===== src/verilog/spdc_pkg.sv =====
// Package of constants and types for the switch port device-control bank.
package spdc_pkg;

	// ==========================================================
	// Register map and field layout.
	localparam logic [7:0] SPDC_DEVCTL_OFS   = 8'h08;
	localparam logic [7:0] SPDC_STATUS_OFS   = 8'h0C;
	localparam int         SPDC_TAG_BIT      = 8;
	localparam int         SPDC_PHANTOM_BIT  = 9;
	localparam int         SPDC_STANDBY_BIT  = 10;
	localparam int         SPDC_NOSNOOP_BIT  = 11;
	localparam int         SPDC_PAYLOAD_LSB  = 5;
	localparam int         SPDC_READREQ_LSB  = 12;

	// ==========================================================
	// Reset values and the supported payload ceiling.
	localparam logic [2:0] SPDC_PAYLOAD_RST  = 3'h0;
	localparam logic [2:0] SPDC_PAYLOAD_MAX  = 3'h1;
	localparam logic       SPDC_PHANTOM_RST  = 1'h0;
	localparam logic       SPDC_STANDBY_RST  = 1'h0;
	localparam logic [2:0] SPDC_READREQ_FIX  = 3'h0;

	// Writable fields of the bank, carried together.
	typedef struct packed {
		logic       standby_power_draw_enable;
		logic       phantom_enable;
		logic [2:0] max_payload;
	} spdc_ctl_s;

endpackage


===== src/verilog/spdc_bank.sv =====
// Device-control register bank of one switch port.
//
// The register offsets and the strobed register port are this design's own decisions.
`timescale 1ns/100ps
// Notes on behaviour
// - The payload size field is three writable bits reset to zero, clamped to the supported size.
// - The extended tag enable does nothing, reads as zero and resets to zero.
// - The phantom function enable is an ordinary read-write bit that resets to zero.
// - The standby power draw enable is sticky, resets to zero and grants standby power when set.
// - The no-snoop enable always reads as zero.
// - The read request size field is fixed at zero.
module spdc_bank
	import spdc_pkg::*;
(
	// Clock and resets.
	input  wire logic        clock,
	input  wire logic        rst,
	input  wire logic        rst_sticky,
	// Register port.
	input  wire logic [7:0]  addr,
	input  wire logic [31:0] wdata,
	input  wire logic        wr,
	input  wire logic        rd,
	output logic      [31:0] rdata,
	// Control outputs.
	output logic      [2:0]  max_payload,
	output logic             phantom_enable,
	output logic             standby_power_draw_enable
);

	// ==========================================================
	// Decode.
	spdc_ctl_s   ctl_q;
	spdc_ctl_s   ctl_wr;
	logic [31:0] rdata_q;
	wire         hit_ctl    = addr == SPDC_DEVCTL_OFS;
	wire         hit_stat   = addr == SPDC_STATUS_OFS;
	wire         wr_ctl     = wr && hit_ctl;
	wire         rd_ctl     = rd && hit_ctl;
	wire         rd_stat    = rd && hit_stat;
	wire         rd_other   = rd && !hit_ctl && !hit_stat;
	wire         wr_other   = wr && !hit_ctl;
	wire  [2:0]  wr_pay     = wdata[SPDC_PAYLOAD_LSB +: 3];
	wire         wr_phantom = wdata[SPDC_PHANTOM_BIT];
	wire         wr_standby = wdata[SPDC_STANDBY_BIT];
	// Oversized requests land on the ceiling rather than being refused.
	wire  [2:0]  pay_d      = (wr_pay > SPDC_PAYLOAD_MAX) ? SPDC_PAYLOAD_MAX : wr_pay;

	// Bits that software may not set never reach the flip-flops at all.
	assign ctl_wr = {wr_standby, wr_phantom, pay_d};

	// ==========================================================
	// Read images.
	// Each read-only field of the control word is built from a constant, so no write can ever reach it.
	wire  [31:0] img_pay     = 32'(ctl_q.max_payload) << SPDC_PAYLOAD_LSB;
	wire  [31:0] img_tag     = 32'(1'b0) << SPDC_TAG_BIT;
	wire  [31:0] img_phantom = 32'(ctl_q.phantom_enable) << SPDC_PHANTOM_BIT;
	wire  [31:0] img_standby = 32'(ctl_q.standby_power_draw_enable) << SPDC_STANDBY_BIT;
	wire  [31:0] img_nosnoop = 32'(1'b0) << SPDC_NOSNOOP_BIT;
	wire  [31:0] img_readreq = 32'(SPDC_READREQ_FIX) << SPDC_READREQ_LSB;
	wire  [31:0] ctl_image   = img_pay | img_tag | img_phantom
	                           | img_standby | img_nosnoop | img_readreq;
	wire  [31:0] stat_img    = {29'h0000_0000, ctl_q.standby_power_draw_enable,
	                           ctl_q.phantom_enable, |ctl_q.max_payload};
	wire  [31:0] rd_mux      = hit_ctl ? ctl_image : (hit_stat ? stat_img : 32'h0000_0000);
	// Read data last one cycle; an idle port shows zero so stale data never linger.
	wire  [31:0] rdata_d     = rd ? rd_mux : 32'h0000_0000;

	// ==========================================================
	// Control fields.
	// Both resets share this process so that the register keeps a single driver.
	always_ff @(posedge clock) begin
		if (rst) begin
			ctl_q.max_payload    <= SPDC_PAYLOAD_RST;
			ctl_q.phantom_enable <= SPDC_PHANTOM_RST;
		end else if (wr_ctl) begin
			ctl_q.max_payload    <= ctl_wr.max_payload;
			ctl_q.phantom_enable <= ctl_wr.phantom_enable;
		end
		// Sticky field: only the sticky reset clears it, so a link reset keeps the grant.
		if (rst_sticky) begin
			ctl_q.standby_power_draw_enable <= SPDC_STANDBY_RST;
		end else if (wr_ctl) begin
			ctl_q.standby_power_draw_enable <= ctl_wr.standby_power_draw_enable;
		end
	end

	// ==========================================================
	// Read data.
	always_ff @(posedge clock) begin
		if (rst) begin
			rdata_q <= 32'h0000_0000;
		end else begin
			rdata_q <= rdata_d;
		end
	end

	assign rdata                     = rdata_q;
	assign max_payload               = ctl_q.max_payload;
	assign phantom_enable            = ctl_q.phantom_enable;
	assign standby_power_draw_enable = ctl_q.standby_power_draw_enable;

	// ==========================================================
	// Checks on the payload field.
	payload_clamp_a: assert property (@(posedge clock) disable iff (rst || rst_sticky)
		wr_ctl
		|=> max_payload == (($past(wdata[7:5]) > SPDC_PAYLOAD_MAX) ? SPDC_PAYLOAD_MAX
		                    : $past(wdata[7:5])))
		else $error("payload field not clamped");

	payload_reset_a: assert property (@(posedge clock)
		rst
		|=> max_payload == SPDC_PAYLOAD_RST)
		else $error("payload not reset");

	payload_ceiling_a: assert property (@(posedge clock) disable iff (rst)
		max_payload <= SPDC_PAYLOAD_MAX)
		else $error("payload above ceiling");

	payload_hold_a: assert property (@(posedge clock) disable iff (rst)
		!wr_ctl
		|=> $stable(max_payload))
		else $error("payload changed without a write");

	payload_read_a: assert property (@(posedge clock) disable iff (rst)
		rd_ctl
		|=> rdata[SPDC_PAYLOAD_LSB +: 3] == $past(max_payload))
		else $error("payload not readable");

	// ==========================================================
	// Checks on the extended tag enable.
	tag_zero_a: assert property (@(posedge clock) disable iff (rst)
		rd_ctl
		|=> rdata[SPDC_TAG_BIT] == 1'b0)
		else $error("tag enable reads one");

	// ==========================================================
	// Checks on the phantom function enable.
	phantom_rw_a: assert property (@(posedge clock) disable iff (rst)
		wr_ctl
		|=> phantom_enable == $past(wdata[9]))
		else $error("phantom bit not written");

	phantom_reset_a: assert property (@(posedge clock)
		rst
		|=> !phantom_enable)
		else $error("phantom bit not reset");

	phantom_hold_a: assert property (@(posedge clock) disable iff (rst)
		!wr_ctl
		|=> $stable(phantom_enable))
		else $error("phantom bit changed without a write");

	phantom_read_a: assert property (@(posedge clock) disable iff (rst)
		rd_ctl
		|=> rdata[SPDC_PHANTOM_BIT] == $past(phantom_enable))
		else $error("phantom bit not readable");

	// ==========================================================
	// Checks on the sticky standby power grant and the status word.
	sticky_keep_a: assert property (@(posedge clock) disable iff (rst_sticky)
		rst && !wr
		|=> $stable(standby_power_draw_enable))
		else $error("sticky bit lost on reset");

	read_echo_a: assert property (@(posedge clock) disable iff (rst || rst_sticky)
		rd_ctl
		|=> rdata[10] == standby_power_draw_enable)
		else $error("sticky bit not readable");

	sticky_write_a: assert property (@(posedge clock) disable iff (rst_sticky)
		wr_ctl
		|=> standby_power_draw_enable == $past(wdata[SPDC_STANDBY_BIT]))
		else $error("sticky bit not written");

	sticky_reset_a: assert property (@(posedge clock)
		rst_sticky
		|=> !standby_power_draw_enable)
		else $error("sticky bit not cleared");

	sticky_hold_a: assert property (@(posedge clock) disable iff (rst_sticky)
		!wr_ctl
		|=> $stable(standby_power_draw_enable))
		else $error("sticky bit changed without a write");

	status_image_a: assert property (@(posedge clock) disable iff (rst)
		rd_stat
		|=> rdata[2:0] == {$past(standby_power_draw_enable), $past(phantom_enable),
		                   $past(|max_payload)})
		else $error("status word wrong");

	// ==========================================================
	// Checks on the fields fixed at zero.
	snoop_zero_a: assert property (@(posedge clock) disable iff (rst)
		rd_ctl
		|=> rdata[SPDC_NOSNOOP_BIT] == 1'b0)
		else $error("no-snoop reads one");

	readreq_zero_a: assert property (@(posedge clock) disable iff (rst)
		rd_ctl
		|=> rdata[SPDC_READREQ_LSB +: 3] == SPDC_READREQ_FIX)
		else $error("read request size not zero");

	// ==========================================================
	// Checks on ignored writes and the read port.
	ctl_ignore_a: assert property (@(posedge clock) disable iff (rst || rst_sticky)
		wr_other
		|=> $stable(max_payload) && $stable(phantom_enable) && $stable(standby_power_draw_enable))
		else $error("write elsewhere changed control");

	spare_zero_a: assert property (@(posedge clock) disable iff (rst)
		rd_ctl
		|=> rdata[31:15] == 17'h0_0000 && rdata[4:0] == 5'h00)
		else $error("spare control bits not zero");

	stat_upper_a: assert property (@(posedge clock) disable iff (rst)
		rd_stat
		|=> rdata[31:3] == 29'h0000_0000)
		else $error("spare status bits not zero");

	unmapped_zero_a: assert property (@(posedge clock) disable iff (rst)
		rd_other
		|=> rdata == 32'h0000_0000)
		else $error("unmapped read not zero");

	rdata_idle_a: assert property (@(posedge clock) disable iff (rst)
		!rd
		|=> rdata == 32'h0000_0000)
		else $error("read data outlived the read");

endmodule


===== config.mk =====
export PLATFORM = sky130hd
export DESIGN_NAME = spdc_bank
export DESIGN_NICKNAME = d
export VERILOG_FILES = /design/src/verilog/spdc_pkg.sv /design/src/verilog/spdc_bank.sv
export SDC_FILE = /design/constraint.sdc
export NUM_CORES = 1
export LEC_CHECK = 0
export BUFFER_PORTS_ARGS = -buffer_cell sky130_fd_sc_hd__buf_2
export CAP_MARGIN = 25
export CORE_UTILIZATION = 31
export CTS_CLUSTER_SIZE = 14
export DETAILED_ROUTE_END_ITERATION = 16
export GPL_ROUTABILITY_DRIVEN = 0
export PLACE_DENSITY = 0.77
export RECOVER_POWER = 50
export SLEW_MARGIN = 30
export SYNTH_ARGS = -nofsm -noshare
export SYNTH_HDL_FRONTEND = slang
export SYNTH_SLANG_ARGS = --single-unit

===== constraint.sdc =====
create_clock -name clock -period 1.6 [get_ports clock]
set_input_delay 0.24 -clock clock [delete_from_list [all_inputs] [get_ports clock]]
set_output_delay 0.24 -clock clock [all_outputs]
set_load 0.1 [all_outputs]

==> results.yml, run 1 <==
logic_synthesis:
  ys_ff_latch: 13
  ys_seq_area_share_pct: 39.1
  syn-cell-area_um2: 666
  synth_top_area_share_pct: 39.1
  yosysUniqueCellTypes: 21
  avgSynthCellArea_um2: 9.93
  synth_cells: 67
  netlist_top_cells_area: "dfxtp_1, buf_4, and2_1"
  yosysTopAreaCell: "dfxtp_1"
  yosys_warnings: 0
final_layout:
  final_cell_mix: "conb_1, buf_2, dfxtp_1, clkbuf_2, and2_1"
  n_fill_cell: 201
  final_common_cell: "conb_1"
  areaGrowthSynthToFinish_pct: 18.0
  nets: 147
  drive_above_1_share_pct: 36.6
  num_antenna_cells: 0
  postLayoutCellArea_um2: 786
sta:
  setup_tns_ns: 0
  setup_viol: 0
  fin_crit_sh_pct: 84.9
  relSlewSlack_pct: 64.1
  slew_viol_final: 0
  fin_skew_ns: 0.00595
  hold_viol_final: 0
  fin_crit_ns: 1.36
  rsz0062_at_grt: "no"
  tightest_slew_ns: 0.541
  max_freq_mhz: 736
cts:
  cts_tree: "built"
  clock-sinks: 13
  ctsResizeCount: 0
  cts_hold_buffers: 0
  h-tree-depth: 1
  clk_path_buf_depth: 2
  clock-root-buffer: "clkbuf_4"
  cts_buffers: 3
  clock_latency_ns: 0.27
  post_cts_buffers: 0
  clkTransAtPathRegs_ns: 0.08
global_route:
  first_global_vias: 437
  antenna_found_initial: 0
  grt.overflow.total: 0
  grt_pass1_wl_mm: 1.74
  grt.total_usage_pct: 9.77
  grt_max_degree: 8
place:
  io_buffers: 30
  placed_area_um2: 763
  dp_hpwl_um: 939
worst_setup_path:
  r2r_cells: 2
  cp.required_ns: 1.78
  setup.worst_path.start: "addr[5]"
  arrival_ns: 1.54
  cp-end-kind: "register"
  critical_path.max_fanout: 5
  worstSetupStartpointType: "input port"
  ff2ff_setup_slack_ns: 0.68
  reg2reg_from: "max_payload[0]"
  path_class: "input port to register"
  crit_path_end: "max_payload[0]"
  r2r-end: "rdata[0]"
routing:
  routed_wirelength_mm: 1.08
  drtPass1Iterations: 2
  drtIter0Drc: 2
  drc: 0
  antenna_left: 0
  viasPerCell: 3.98
  wl_per_cell_um: 8.44
  num_vias: 509
floorplan:
  die_h_um: 48.3
  fp-row-count: 16
  pin_count: 82
  core_mm2: 0.00198
  dieArea_mm2: 0.00234
  die_w_um: 48.3
  initial_core_util_pct: 33.6
power:
  powerDensity_mw_per_mm2: 1030
  peakVddDrop_mv: 0.351
  p_leak_uw: 0.000397
run_status:
  status: "finished clean"
worst_hold_path:
  hold_class: "input port to register"
run:
  maxCapViolCount: 0
## stage by stage
step           util [%]  setup WS, ns  instances  hold slack, ns  power, uW
2_1_floorplan         -         0.166         90           0.316        635
3_3_place_gp       38.5        0.0477        124           0.476        613
3_5_place_dp       38.5        0.0379        124           0.486        615
4_1_cts            39.8         0.258        128           0.192        814
5_1_grt            39.6         0.137        128           0.197        834
6_report           39.6         0.241        128           0.201        806
## power breakdown
part           leakage, uW  internal [uW]  total (uW)  switching (uW)
registers         0.000105            323         323           0.106
logic             0.000277           20.8         284             263
clock network    0.0000150           96.6         199             102
total             0.000397            441         806             365
## critical path, cell delays in order
cell and delay (ns):
buf_2 0.09, or4_1 0.65, o41a_1 0.45, o21a_1 0.10
## how the worst min path moves through the flow
| stage | startpoint | to | slack, ns | cells past startpoint |
|---|---|---|---|---|
| after floorplan | rst | max_payload[1] | 0.32 | 1 |
| after global placement | phantom_enable | phantom_enable | 0.48 | 2 |
| after detailed placement | rst | max_payload[1] | 0.49 | 2 |
| after CTS | rst | max_payload[1] | 0.19 | 2 |
| after global routing | rst | max_payload[1] | 0.20 | 2 |
| final | rst | max_payload[1] | 0.20 | 2 |
## registers in the layout (all words and copies together), names as in the netlist
| name | cells |
|---|---|
| rdata | 8 |
| max_payload | 3 |
| phantom_enable | 1 |
| standby_power_draw_enable | 1 |
## synth_stat cells
library cell	n
dfxtp_1	13
inv_1	2
and4_1	2
nor4_2	1
o311ai_0	1
buf_4	24
o41a_1	1
or4_4	1
nor3b_1	2
conb_1	1
nor2b_1	1
o21a_1	1
mux2i_1	2
and2_1	5
nor2_1	1
nand2_1	2
or3b_2	1
nor3_1	1
nand2b_1	3
nor4_4	1
or4_1	1
## layer usage
layer  global-route usage [%]  vias up  part of all wire (%)
met5                        0        -                     0
met4                     8.33        0                   1.6
met3                     2.83        2                    11
met2                     18.1       36                    53
met1                     8.54      224                    34
li1                         -      247                     -
## kinds of logic (layout without fill, tap and decap cells)
group / after synthesis / in the layout / share of synthesized area (%)
AO/OA/AOI/OAI: 3 / 3 / 4.14
buffers and inverters: 26 / 37 / 28.2
flip-flops: 13 / 13 / 39.1
multiplexers: 2 / 2 / 3.01
other: 1 / 24 / 0.563
AND/OR/NAND/NOR: 22 / 22 / 25.0
## layout make-up
class	count	area, um2	share of cell area, %
Sequential cell	13	260	33.1
Timing Repair Buffer	31	158	20.1
Clock buffer	4	26.3	3.34
Multi-Input combinational cell	51	300	38.2
Inverter	2	7.51	0.955
Tap cell	27	33.8	4.30
Power figures use the tool's default switching activity.
==> run 2, diff against run 1 <==
- clock period: 1.6 -> 1.3 ns (I/O delays scaled with it)
==> results.yml, run 2 (synthesized netlist as in run 1, its figures left out) <==
routing:
  wl_per_cell_um: 8.48
  viasPerCell: 3.86
  antenna_left: 0
  num_vias: 502
  drc: 0
  drtIter0Drc: 5
  drtPass1Iterations: 4
  routed_wirelength_mm: 1.10
worst_setup_path:
  setup.worst_path.start: "max_payload[2]"
  crit_chain: "buf_2"
  crit_family: "buffers and inverters"
  worstSetupStartpointType: "register"
  crit_buf_inv: 1
  slowest_delay_ns: 0.44
  r2r-end: "rdata[0]"
  arrival_ns: 1.06
  path_class: "register to output pin"
  cp-end-kind: "output pin"
  cp.required_ns: 1.11
  r2r_cells: 2
  slowest_stage: "buf_2"
  critical_path.max_fanout: 4
  reg2reg_from: "max_payload[0]"
  ff2ff_setup_slack_ns: 0.38
sta:
  slew_viol_final: 0
  setup_viol: 0
  hold_viol_final: 0
  fin_crit_sh_pct: 96.4
  relSlewSlack_pct: 64.3
  tightest_slew_ns: 0.537
  layout_setup_ws_ns: 0.0473
  max_freq_mhz: 798
  holdWs_ns: 0.155
  fin_skew_ns: 0.00769
  fin_crit_ns: 1.25
  rsz0062_at_grt: "no"
cts:
  h-tree-depth: 1
  cts_buffers: 3
  clock-sinks: 13
  clock-root-buffer: "clkbuf_4"
  clock_latency_ns: 0.26
  clk_path_buf_depth: 2
  cts_tree: "built"
  clkTransAtPathRegs_ns: 0.07
floorplan:
  fp-row-count: 16
  pin_count: 82
  die_w_um: 48.3
  dieArea_mm2: 0.00234
  initial_core_util_pct: 33.6
  core_mm2: 0.00198
  die_h_um: 48.3
final_layout:
  num_antenna_cells: 0
  final_cell_mix: "conb_1, buf_2, dfxtp_1, clkbuf_4, and2_1"
  largest_reg_flops: 8
  areaGrowthSynthToFinish_pct: 22.4
  nets: 149
  n_fill_cell: 204
  drive_above_1_share_pct: 40.8
  stdcell_count: 130
worst_hold_path:
  hold_class: "input port to register"
  hold_path_depth: 2
  hold_path_end: "max_payload[1]"
  hp-start: "rst"
place:
  preCtsSetupSlack_ns: -0.234
  dp_hpwl_um: 942
  dp.cells: 126
  io_buffers: 30
power:
  peakVddDrop_mv: 0.429
  powerDensity_mw_per_mm2: 1210
  p_leak_uw: 0.000411
global_route:
  grt_max_degree: 8
  first_global_vias: 409
  grt.total_usage_pct: 9.63
  grt_pass1_wl_mm: 1.73
  grt.overflow.total: 0
  antenna_found_initial: 0
run_status:
  status: "finished clean"
run:
  maxCapViolCount: 0
==> run 2: worst max path at each step <==
stage / endpoint / slack, ns / cells after the start
after floorplan: phantom_enable / -0.07 / 3
after global placement: phantom_enable / -0.21 / 4
after detailed placement: standby_power_draw_enable / -0.23 / 4
after CTS: phantom_enable / 0.02 / 1
after global routing: rdata[6] / 0.005 / 4
final: max_payload[2] / 0.05 / 1
==> run 2: routing by layer <==
layer  up-vias  GRT usage (%)  part of all wire, %
met5         -              0                    0
li1        247              -                    -
met4         0           5.88                  1.0
met2        34           17.6                   50
met3         2           3.46                   12
met1       219           9.11                   36
==> run 2: what timing repair did <==
action                                  in CTS  in global routing
hold buffers                                 0                  0
setup buffers                                0                  0
gates resized for setup                      0                  1
endpoints found under the setup margin       0                  3
==> run 2: where the power goes <==
part           internal [uW]  switching, uW
clock network            118            117
logic                   31.4            325
registers                398          0.134
==> run 2: per-stage QoR <==
| step | area [um2] | util (%) | TNS (ns) | power (uW) |
|---|---|---|---|---|
| final | 815 | 41.1 | 0 | 989 |
| after global placement | 798 | 40.3 | -1.87 | 761 |
| after CTS | 825 | 41.6 | 0 | 993 |
| after detailed placement | 798 | 40.3 | -2.08 | 762 |
| after floorplan | 757 | - | -0.266 | 782 |
| after global routing | 815 | 41.1 | 0 | 1030 |
==> run 2: area by class of cell <==
type	instances	area, um2	share of cell area (%)
clock buffers	4	26.3	3.23
inverters	2	7.51	0.922
multi-input cells	51	307	37.6
flip-flops and latches	13	263	32.3
well taps	27	33.8	4.15
repair buffers	33	178	21.8
==> run 3, diff against run 2 <==
- CORE_UTILIZATION: 31 -> 33
- CTS_BUF_LIST: default -> sky130_fd_sc_hd__clkbuf_8
- PLACE_DENSITY: 0.77 -> 0.82
==> results.yml, run 3 (synthesized netlist as in run 1, its figures left out) <==
power:
  peakVddDrop_mv: 0.487
  powerDensity_mw_per_mm2: 1320
  p_leak_uw: 0.000424
worst_setup_path:
  path_class: "register to output pin"
  cp.required_ns: 1.11
  cp.depth: 1
  crit_buf_inv: 1
  crit_chain: "buf_2"
  slowest_delay_ns: 0.45
  cp-end-kind: "output pin"
  reg2reg_from: "max_payload[0]"
  r2r_cells: 2
  critical_path.max_fanout: 4
  crit_path_end: "max_payload[2]"
  worstSetupStartpointType: "register"
  setup.worst_path.start: "max_payload[2]"
  crit_family: "buffers and inverters"
  slowest_stage: "buf_2"
  arrival_ns: 1.06
  ff2ff_setup_slack_ns: 0.44
  r2r-end: "rdata[0]"
sta:
  fin_crit_sh_pct: 96.5
  fin_crit_ns: 1.25
  setup_viol: 0
  max_freq_mhz: 797
  relSlewSlack_pct: 64.0
  hold_viol_final: 0
  fin_skew_ns: 0.00284
  tightest_slew_ns: 0.543
  rsz0062_at_grt: "no"
  holdWs_ns: 0.180
  setup_tns_ns: 0
  slew_viol_final: 0
final_layout:
  largest_reg_flops: 8
  n_fill_cell: 183
  drive_above_1_share_pct: 40.8
  multi_input_area_um2: 315
  regArea_um2: 263
  final_cell_mix: "conb_1, buf_2, dfxtp_1, clkbuf_2, and2_1"
  areaGrowthSynthToFinish_pct: 26.1
  nets: 149
  num_antenna_cells: 0
  final_common_cell: "conb_1"
floorplan:
  core_mm2: 0.00180
  fp-row-count: 15
  die_h_um: 46.9
  die_w_um: 46.9
  pin_count: 82
  initial_core_util_pct: 36.9
  dieArea_mm2: 0.00220
cts:
  cts_buffers: 3
  h-tree-depth: 1
  clock-sinks: 13
  clkTransAtPathRegs_ns: 0.05
  clock_latency_ns: 0.24
  cts_tree: "built"
  clock-root-buffer: "clkbuf_8"
  clk_path_buf_depth: 2
routing:
  routed_wirelength_mm: 1.24
  viasPerCell: 4.03
  drtPass1Iterations: 3
  drc: 0
  antenna_left: 0
  wl_per_cell_um: 9.65
  drtIter0Drc: 2
  num_vias: 516
worst_hold_path:
  hold_class: "input port to register"
  hp-start: "rst"
run:
  maxCapViolCount: 0
place:
  dp_hpwl_um: 984
  io_buffers: 30
global_route:
  grt_pass1_wl_mm: 1.68
  grt.total_usage_pct: 11.7
  antenna_found_initial: 0
  grt.overflow.total: 0
  first_global_vias: 442
  grt_max_degree: 8
run_status:
  status: "finished clean"
[run 3: metrics by stage]
| step | std cells | total power, uW | setup WS (ns) | util, % | instance area [um2] |
|---|---|---|---|---|---|
| final | 128 | 1110 | 0.0453 | 46.6 | 840 |
| after floorplan | 90 | 782 | -0.0725 | - | 757 |
| after global placement | 124 | 761 | -0.204 | 44.2 | 796 |
| after detailed placement | 124 | 763 | -0.228 | 44.2 | 796 |
| after CTS | 128 | 1100 | 0.0148 | 46.7 | 841 |
| after global routing | 128 | 1140 | 0.0280 | 46.6 | 840 |
[run 3: how the worst min path moves through the flow]
stage	endpoint	slack, ns	depth (start not counted)
after floorplan	max_payload[1]	0.26	1
after global placement	max_payload[1]	0.43	2
after detailed placement	max_payload[1]	0.44	2
after CTS	max_payload[1]	0.19	2
after global routing	max_payload[1]	0.19	2
final	max_payload[1]	0.18	2
[run 3: final cells by class]
class	count	area share, %
timing repair buffer	33	21.2
sequential	13	31.3
inverter	2	0.894
clock buffer	3	4.92
multi-input combinational	51	37.6
clock inverter	1	0.447
tap	25	3.73
[run 3: where the power goes]
group / total (uW) / switching, uW / internal (uW)
clock: 347 / 139 / 208
combinational: 360 / 328 / 31.7
sequential: 399 / 0.140 / 399
total: 1110 / 467 / 639
[run 3: per-layer routing]
metal / global-route usage, % / part of all wire, %
met5: 0 / 0
met4: 12.6 / 3.9
met3: 3.46 / 8.8
met2: 20.8 / 52
met1: 9.72 / 35
[run 3: what timing repair did]
| action | CTS | global route |
|---|---|---|
| endpoints found under the setup margin | 0 | 8 |
| setup buffers | 0 | 0 |
| resized for setup | 0 | 2 |
| hold buffers | 0 | 0 |
